===== src/bsr_cfg.svh =====
`ifndef BSR_CFG_SVH
`define BSR_CFG_SVH
`define BSR_PM_ADDR_W 12
`define BSR_PAGE_W 8
`define BSR_DM_ADDR_W 8
`define BSR_DATA_W 8
`define BSR_PM_WORD_W 16
`define BSR_BIT_SEL_W 3
`define BSR_LAST_PAGE 4'hf
`define BSR_TABLE_HIGH_LATCH_RESET 8'h00
`define BSR_SKIP_CYCLES 2
`endif


===== src/bsr_pkg.sv =====
`include "bsr_cfg.svh"
package bsr_pkg;
    typedef enum logic [1:0] {
        BSR_OP_NONE,
        BSR_OP_SKIP_IF_BIT_CLEAR,
        BSR_OP_READ_TABLE_CURRENT_PAGE,
        BSR_OP_READ_TABLE_LAST_PAGE
    } bsr_op_t;

    typedef struct packed {
        logic valid;
        bsr_op_t op;
        logic [`BSR_DM_ADDR_W-1:0] addr;
        logic [`BSR_BIT_SEL_W-1:0] bitSel;
    } bsr_instr_t;

    typedef struct packed {
        logic we;
        logic [`BSR_DM_ADDR_W-1:0] addr;
        logic [`BSR_DATA_W-1:0] data;
    } bsr_dm_wr_t;
endpackage


===== src/bsr_exec.sv =====
`timescale 1ns/1ps
`include "bsr_cfg.svh"
// Contract
// - Bit-skip tests chosen data bit; if zero, the next instruction is discarded.
// - Taken skip lasts two cycles, dummy operation replaces the skipped instruction.
// - If tested bit is one, execution continues with the next instruction.
// - Current-page table read fetches word at pointer within the current page.
// - Table read writes low byte to data memory, high byte to table-high latch.
// - Last-page table read fetches the word from the last program page.
module bsr_exec #(
    parameter int PM_ADDR_W = `BSR_PM_ADDR_W,
    parameter int PAGE_W = `BSR_PAGE_W,
    parameter int DATA_W = `BSR_DATA_W,
    parameter int PM_WORD_W = `BSR_PM_WORD_W,
    parameter int BIT_SEL_W = `BSR_BIT_SEL_W
) (
    input wire logic clock,
    input wire logic nrst,
    input wire bsr_pkg::bsr_instr_t instr,
    input wire logic [DATA_W-1:0] dmRdData,
    input wire logic [PAGE_W-1:0] tablePointer,
    input wire logic [PM_ADDR_W-1:0] pcAddr,
    input wire logic [PM_WORD_W-1:0] pmRdData,
    output logic [`BSR_DM_ADDR_W-1:0] dmRdAddr,
    output bsr_pkg::bsr_dm_wr_t dmWr,
    output logic [PM_ADDR_W-1:0] pmRdAddr,
    output logic pmRdEn,
    output logic [DATA_W-1:0] tableHighLatch,
    output logic flushNext,
    output logic busy,
    output logic flagWe
);
    import bsr_pkg::*;

    typedef enum logic [1:0] {
        BSR_ST_IDLE,
        BSR_ST_TABLE,
        BSR_ST_DUMMY
    } bsr_state_t;

    // Upper program address bits that name the page
    localparam int PAGE_HI_W = PM_ADDR_W - PAGE_W;

    logic rstSync_n;
    logic [BIT_SEL_W-1:0] bitSel;
    logic [DATA_W-1:0] bitHit;
    logic testedBitSet;
    logic accept;
    logic isSkip;
    logic isTableCur;
    logic isTableLast;

    bsr_state_t state_reg, state_next;
    logic [`BSR_DM_ADDR_W-1:0] dmRdAddr_reg, dmRdAddr_next;
    logic [`BSR_DM_ADDR_W-1:0] tgt_reg, tgt_next;
    bsr_dm_wr_t dmWr_reg, dmWr_next;
    logic [PM_ADDR_W-1:0] pmRdAddr_reg, pmRdAddr_next;
    logic pmRdEn_reg, pmRdEn_next;
    logic [DATA_W-1:0] tbh_reg, tbh_next;
    logic flush_reg, flush_next;
    logic busy_reg, busy_next;
    logic flagWe_reg, flagWe_next;

    bsr_reset_sync uSync (
        .clock(clock),
        .nrst(nrst),
        .syncRst_n(rstSync_n)
    );

    // Data memory answers combinationally to the address of the issued instruction
    assign bitSel = instr.bitSel;

    // One lane per data bit; only the selected lane can be high
    genvar gi;
    generate
        for (gi = 0; gi < DATA_W; gi = gi + 1) begin : gBit
            assign bitHit[gi] = dmRdData[gi] & (bitSel == BIT_SEL_W'(gi));
        end
    endgenerate

    assign testedBitSet = |bitHit;
    // Second slot of a two-cycle instruction takes no new work
    assign accept = instr.valid && (state_reg == BSR_ST_IDLE);
    assign isSkip = accept && (instr.op == BSR_OP_SKIP_IF_BIT_CLEAR);
    assign isTableCur = accept && (instr.op == BSR_OP_READ_TABLE_CURRENT_PAGE);
    assign isTableLast = accept && (instr.op == BSR_OP_READ_TABLE_LAST_PAGE);

    // Sequencer
    always_comb begin
        state_next = state_reg;
        case (state_reg)
            BSR_ST_IDLE: begin
                if (isSkip && !testedBitSet) begin
                    state_next = BSR_ST_DUMMY;
                end else if (isTableCur || isTableLast) begin
                    state_next = BSR_ST_TABLE;
                end
            end
            BSR_ST_TABLE: begin
                state_next = BSR_ST_IDLE;
            end
            BSR_ST_DUMMY: begin
                // Flushed instruction lands here and is dropped
                state_next = BSR_ST_IDLE;
            end
            default: begin
                state_next = BSR_ST_IDLE;
            end
        endcase
    end

    always_ff @(posedge clock or negedge rstSync_n) begin
        if (!rstSync_n) begin
            state_reg <= BSR_ST_IDLE;
        end else begin
            state_reg <= state_next;
        end
    end

    // Program fetch; the address holds until the next table read
    always_comb begin
        pmRdAddr_next = pmRdAddr_reg;
        pmRdEn_next = 1'b0;
        tgt_next = tgt_reg;
        if (isTableCur) begin
            pmRdAddr_next = {pcAddr[PM_ADDR_W-1:PAGE_W], tablePointer};
            pmRdEn_next = 1'b1;
            tgt_next = instr.addr;
        end else if (isTableLast) begin
            pmRdAddr_next = {PAGE_HI_W'(`BSR_LAST_PAGE), tablePointer};
            pmRdEn_next = 1'b1;
            tgt_next = instr.addr;
        end
    end

    always_ff @(posedge clock or negedge rstSync_n) begin
        if (!rstSync_n) begin
            pmRdAddr_reg <= '0;
            pmRdEn_reg <= 1'b0;
            tgt_reg <= '0;
        end else begin
            pmRdAddr_reg <= pmRdAddr_next;
            pmRdEn_reg <= pmRdEn_next;
            tgt_reg <= tgt_next;
        end
    end

    // Program memory answers within the strobe cycle, taken on its closing edge
    always_comb begin
        dmWr_next = '0;
        tbh_next = tbh_reg;
        if (state_reg == BSR_ST_TABLE) begin
            dmWr_next.we = 1'b1;
            dmWr_next.addr = tgt_reg;
            dmWr_next.data = pmRdData[DATA_W-1:0];
            tbh_next = pmRdData[PM_WORD_W-1:DATA_W];
        end
    end

    always_ff @(posedge clock or negedge rstSync_n) begin
        if (!rstSync_n) begin
            dmWr_reg <= '0;
            tbh_reg <= `BSR_TABLE_HIGH_LATCH_RESET;
        end else begin
            dmWr_reg <= dmWr_next;
            tbh_reg <= tbh_next;
        end
    end

    // Skip and second-slot indication towards the fetch pipeline
    always_comb begin
        flush_next = 1'b0;
        busy_next = 1'b0;
        if (isSkip) begin
            if (!testedBitSet) begin
                flush_next = 1'b1;
                busy_next = 1'b1;
            end else begin
                flush_next = 1'b0;
            end
        end else if (isTableCur || isTableLast) begin
            busy_next = 1'b1;
        end
    end

    always_ff @(posedge clock or negedge rstSync_n) begin
        if (!rstSync_n) begin
            flush_reg <= 1'b0;
            busy_reg <= 1'b0;
        end else begin
            flush_reg <= flush_next;
            busy_reg <= busy_next;
        end
    end

    always_comb begin
        dmRdAddr_next = instr.addr;
    end

    always_ff @(posedge clock or negedge rstSync_n) begin
        if (!rstSync_n) begin
            dmRdAddr_reg <= '0;
        end else begin
            dmRdAddr_reg <= dmRdAddr_next;
        end
    end

    // These instructions own no status flag, so the strobe never rises
    always_comb begin
        flagWe_next = 1'b0;
    end

    always_ff @(posedge clock or negedge rstSync_n) begin
        if (!rstSync_n) begin
            flagWe_reg <= 1'b0;
        end else begin
            flagWe_reg <= flagWe_next;
        end
    end

    assign dmRdAddr = dmRdAddr_reg;
    assign dmWr = dmWr_reg;
    assign pmRdAddr = pmRdAddr_reg;
    assign pmRdEn = pmRdEn_reg;
    assign tableHighLatch = tbh_reg;
    assign flushNext = flush_reg;
    assign busy = busy_reg;
    assign flagWe = flagWe_reg;
endmodule


===== src/bsr_reset_sync.sv =====
`timescale 1ns/1ps
module bsr_reset_sync (
    input wire logic clock,
    input wire logic nrst,
    output logic syncRst_n
);
    logic stage1_reg;
    logic stage2_reg;

    always_ff @(posedge clock or negedge nrst) begin
        if (!nrst) begin
            stage1_reg <= 1'b0;
            stage2_reg <= 1'b0;
        end else begin
            stage1_reg <= 1'b1;
            stage2_reg <= stage1_reg;
        end
    end

    assign syncRst_n = stage2_reg;
endmodule


===== config.mk =====
export PLATFORM = sky130hd
export DESIGN_NAME = bsr_exec
export DESIGN_NICKNAME = d
export VERILOG_FILES = /design/src/bsr_pkg.sv /design/src/bsr_exec.sv /design/src/bsr_reset_sync.sv
export VERILOG_INCLUDE_DIRS = /design/src
export SDC_FILE = /design/constraint.sdc
export NUM_CORES = 1
export LEC_CHECK = 0
export BUFFER_PORTS_ARGS = -buffer_cell sky130_fd_sc_hd__buf_4
export CORE_MARGIN = 2
export CORE_UTILIZATION = 39
export CTS_CLUSTER_DIAMETER = 100
export DETAILED_ROUTE_END_ITERATION = 8
export PLACE_DENSITY = 0.69
export SETUP_SLACK_MARGIN = 0.5
export SLEW_MARGIN = 20
export SYNTH_ARGS = -nofsm -noshare
export SYNTH_HDL_FRONTEND = slang
export SYNTH_SLANG_ARGS = --single-unit

===== constraint.sdc =====
create_clock -name clock -period 4.2 [get_ports clock]
set_clock_uncertainty 0.05 [all_clocks]
set_input_delay 0.63 -clock clock [delete_from_list [all_inputs] [get_ports clock]]
set_output_delay 0.63 -clock clock [all_outputs]
set_load 0.005 [all_outputs]

* Word-level counts from Yosys, hierarchy flattened
Index checks and enable logic that the tools add are counted.
** Word-level totals
- Register bits after elaboration :: 60
- Input port bits :: 60
- Output and inout bits :: 49
- Word-level logic and storage cells :: 58
** Operators by class
- Eq/ne operators :: 12
- Multiplexer cells :: 14
- Bitwise operators :: 8
- Reduce and logical (&&, ||, !) cells :: 11
** Operators with widths (number)
- $mux W12 :: 2
- $mux W17 :: 1
- $mux W8 :: 2
- $eq A3 B3 Y1 const B :: 4
- $and A1 B1 Y1 :: 8
- $reduce_or A8 Y1 :: 1
- $eq A3 B2 Y1 const B :: 2
- $mux W1 :: 6
- $mux W2 :: 3
- $logic_and A1 B1 Y1 :: 5
- $eq A2 B1 Y1 const B :: 2
- $eq A2 B2 Y1 const B :: 2
- $eq A3 B1 Y1 const B :: 1
- $logic_not A3 Y1 :: 1
- $ne A3 B1 Y1 const B :: 1
- $logic_not A2 Y1 :: 1
- $reduce_bool A2 Y1 :: 1
- $logic_not A1 Y1 :: 1
- $logic_or A1 B1 Y1 :: 1

* Longest topological paths before layout
- Depth in word-level cells :: 7
- Depth in mapped cells :: 5
- Mapped depth without buffers :: 3

* Cells and area by module
A second synthesis with hierarchy kept.
** Unflattened totals
- Cell total of the unflattened synthesis :: 135
- Area total of the unflattened synthesis :: 2108.3 um^2
** Modules (own cells, without submodules)
- bsr_exec :: times used 1, cells each 132, area an instance 2054.5 um^2, sequential area each 1451.4 um^2
- bsr_reset_sync :: times used 1, cells each 3, area an instance 53.8 um^2, sequential area each 50.0 um^2

* Worst setup path before layout
OpenSTA, ideal clock, no wires.
- Path type :: input -> register
- Start :: in instr[1] (netlist bit)
- End :: reg busy_reg, in the netlist busy
- Setup time :: 120 ps
- Arrival time :: 1538 ps
- Required time :: 4030 ps
- Slack :: 2491 ps
- Cell stages on the path :: 4
- Buffers on the path :: 1
- Cell sequence :: buf_6 mux2i_1 mux4_2 a41o_1
** On the way
- Word-level cells in the longest chain between the ends :: 5
- Elaborated cells on any way between the ends :: 19
- Classes of those cells :: 7 x eq/ne; 2 x mux; 8 x bitwise; 2 x reduce/logical
** Ends and longest elaborated chain
- start: declaration :: RTL line bsr_exec.sv:19 : input wire bsr_pkg::bsr_instr_t instr,
- $eq A3 B1 Y1 (tied with other cells) :: RTL line bsr_exec.sv:77 : assign bitHit[gi] = dmRdData[gi] & (bitSel == BIT_SEL_W'(gi));
- $and A1 B1 Y1 :: RTL line bsr_exec.sv:77
- $reduce_or A8 Y1 (*) :: RTL line bsr_exec.sv:81 : assign testedBitSet = |bitHit;
- $mux W1 (*) :: RTL line bsr_exec.sv:175 : if (!testedBitSet) begin
- $mux W1 (*) :: RTL line bsr_exec.sv:174 : if (isSkip) begin
- via busy_next :: RTL line bsr_exec.sv:61 : logic busy_reg, busy_next;
- end signal: assignment :: RTL line bsr_exec.sv:192 : busy_reg <= busy_next;
- end: declaration :: RTL line bsr_exec.sv:61
The timed path passes the listed nets; every way through them passes the cells marked *.
A chain may end at the register's enable or synchronous reset.

* Worst setup path in the final report
- Start :: reg state_reg[1]
- End :: reg pmRdAddr_reg[4], in the netlist pmRdAddr[4]
** On the way
- Word-level cells in the longest chain between the ends :: 4
- Elaborated cells on any way between the ends :: 6
- Classes of those cells :: 1 x mux; 5 x reduce/logical
** Ends and longest elaborated chain
- start: declaration :: RTL line bsr_exec.sv:53 : bsr_state_t state_reg, state_next;
- start signal: assignment :: RTL line bsr_exec.sv:116 : state_reg <= state_next;
- $logic_not A2 Y1 (*) :: RTL line bsr_exec.sv:83 : assign accept = instr.valid && (state_reg == BSR_ST_IDLE);
- $logic_and A1 B1 Y1 (*) :: RTL line bsr_exec.sv:83
- $logic_and A1 B1 Y1 (on tied branches) :: RTL line bsr_exec.sv:85, bsr_exec.sv:86
- $mux W12 / $reduce_bool A2 Y1 (equally long branches)
- end signal: assignment :: RTL line bsr_exec.sv:142 : pmRdAddr_reg <= pmRdAddr_next;
- end: declaration :: RTL line bsr_exec.sv:57 : logic [PM_ADDR_W-1:0] pmRdAddr_reg, pmRdAddr_next;
Every way passes the cells marked *; elsewhere a longest branch is shown, timed or not.

==> impl_metrics.tcl <==
set metrics [dict create \
    wl_met1_mm 1.74 \
    syn_nets 195 \
    grt_use_total_pct 14.7 \
    wl_per_cell_microns 13.0 \
    largest_register_ffs 17 \
    cts_tree "done" \
    ys_seq_area_share_pct 71.2 \
    crit_type "reg -> reg" \
    wl_met2_mm 1.90 \
    post-cts-setup-buffer-count 0 \
    first_pass_iters 3 \
    yosys.area_share.simple_pct 8.66 \
    cp_slowest_cell "and4bb_2" \
    clkTransAtPathRegs_ns 0.07 \
    finalHoldViolations 0 \
    ir_drop_v 0.000248 \
    wl_mm 4.09 \
    fmax_mhz 574 \
    synth_cells 135 \
    antenna_found_initial 0 \
    drive_gt1_share_pct 53.5 \
    cts_resized 0 \
    yosys.area_share.adder_pct 0 \
    powerDensity_nw_per_um2 434 \
    maxCapViolations 0 \
    top_layer_used "met4" \
    grt_start_max_net_pins 46 \
    numCtsBuffers 9 \
    setup_viol 0 \
    rsz0062_at_grt "no" \
    ant_nets 0 \
    hpwl_mm 2.87 \
    clock_tree.buffer_depth 2 \
    final_nets 300 \
    crit_chain "and4bb_2, mux2_2" \
    avgSynthCellArea_sq_um 15.6 \
    cp-start-kind "register" \
    min_period_ns 1.74 \
    io_pins 109 \
    overflow 0 \
    tns_ns 0 \
    dieArea_sq_um 6010 \
    synth-xor-area-share_pct 0 \
    worst_slew_pin_slew_ns 0.658 \
    core-area_sq_um 5170 \
    hold_slack_ns 0.106 \
    htree_levels 3 \
    synth-compound-area-share_pct 1.42 \
    grt_pass1_vias 1352 \
    final_cell_mix "buf_4 (101), dfrtp_1 (59), and2_1 (16)" \
    rows 26 \
    met3_length_microns 354 \
    p_leak_nw 1.54 \
    vias 1404 \
    relSlewSlack_pct 56.1 \
    portBuffers 99 \
    end_kind "register" \
    crit_arrival_ns 1.89 \
    diodes 0 \
    drt_iter0_markers 78 \
    start_util_pct 40.8 \
    final_common_cell "buf_4" \
    clk_latency_ns 0.32 \
    cts_hold_buffers 0 \
    cts.sinks 60 \
    die_height_microns 77.5 \
    remaining_drc_errors 0 \
    ys_warn_count 0 \
    critPathMaxStageDelay_ns 0.75 \
    die_width_microns 77.5 \
    path_max_fanout 26 \
    ys_ff_latch 60 \
    synthDistinctLibCells 19 \
    vias_per_cell 4.46 \
    hp-class "reg -> async" \
    fin_crit_sh_pct 41.5 \
    synth_top_family_by_area "multiplexers" \
    status "completed" \
    critical_path_required_ns 4.35 \
    gp_congestion 0.636 \
    syn-cell-area_sq_um 2110 \
    grt_first_pass_wirelength_mm 6.74 \
    area_growth_pct 46.4 \
    drv_slew 0 \
    cts-root-buf "clkbuf_8" \
    synth_mux_area_share_pct 15.8 \
]
-- kinds of logic (layout without fill, tap and decap cells) --
family	count (synthesis)	count (layout)
AND/OR/NAND/NOR	31	31
flip-flops	60	60
AO/OA/AOI/OAI	5	5
other	2	2
buffers and inverters	8	118
multiplexers	29	29
-- area by class of cell --
cell class / instances / area, sq um
multi-input cells: 67 / 553
repair buffers: 102 / 768
clock inverters: 1 / 7.51
flip-flops and latches: 60 / 1500
well taps: 70 / 87.6
fillers: 437 / 2090
clock buffers: 15 / 166
-- per-layer routing --
metal | GRT usage, % | vias up
li1 | - | 657
met1 | 18.1 | 665
met2 | 22.5 | 73
met3 | 5.23 | 9
met4 | 8.57 | 0
met5 | 0 | -
-- power by group --
group	total, mW	switching (mW)	internal [mW]
Combinational	0.211	0.0721	0.139
Clock	0.451	0.203	0.248
Sequential	0.677	0.0308	0.647
Total	1.34	0.306	1.03
-- Yosys cell counts --
cell type	instances	area, sq um
dfrtp_1	60	1500
nor2b_1	1	6.26
and4bb_2	1	12.5
mux2_1	9	101
nor2_1	9	33.8
mux2_2	15	169
clkbuf_1	1	3.75
nor3b_1	2	15.0
a41o_1	1	10.0
mux4_2	1	22.5
nand3_1	1	5.00
a21oi_1	4	20.0
mux2i_1	4	40.0
buf_2	4	20.0
buf_6	2	22.5
conb_1	2	7.51
buf_4	1	7.51
nor4bb_1	1	10.0
and2_1	16	100
-- critical path: cells and delay by family, from the launching register on --
family	cells	cell delay [ns]
AND/OR/NAND/NOR	1	0.75
flip-flops	1	0.40
multiplexers	1	0.41
-- stage by stage --
step / area [sq um] / util, % / power [mW] / cells / setup slack [ns]
after floorplan: 2110 / - / 0.768 / 135 / 2.36
after global placement: 2900 / 56.1 / 0.897 / 298 / 2.21
after detailed placement: 2900 / 56.1 / 0.903 / 298 / 2.18
after CTS: 3080 / 59.5 / 1.36 / 314 / 2.44
after global routing: 3090 / 59.7 / 1.41 / 315 / 2.38
final: 3090 / 59.7 / 1.34 / 315 / 2.46
-- path summary, 6_finish.rpt --
path	cells past startpoint	end	from	slack, ns
setup / recovery	2	pmRdAddr[4]$_DFFE_PN0P_	state_reg[1]$_DFFE_PN0P_	2.46
setup reg to reg	2	pmRdAddr[4]$_DFFE_PN0P_	state_reg[1]$_DFFE_PN0P_	2.46
max in group asynchronous	1	dmWr[4]$_DFF_PN0_	uSync.syncRst_n$_DFF_PN0_	3.15
min in group clock	0	uSync.syncRst_n$_DFF_PN0_	uSync.stage1_reg$_DFF_PN0_	0.31
hold reg to reg	0	pmRdAddr[1]$_DFFE_PN0P_	uSync.syncRst_n$_DFF_PN0_	0.11
hold / removal	0	pmRdAddr[1]$_DFFE_PN0P_	uSync.syncRst_n$_DFF_PN0_	0.11
Power figures use the tool's default switching activity.
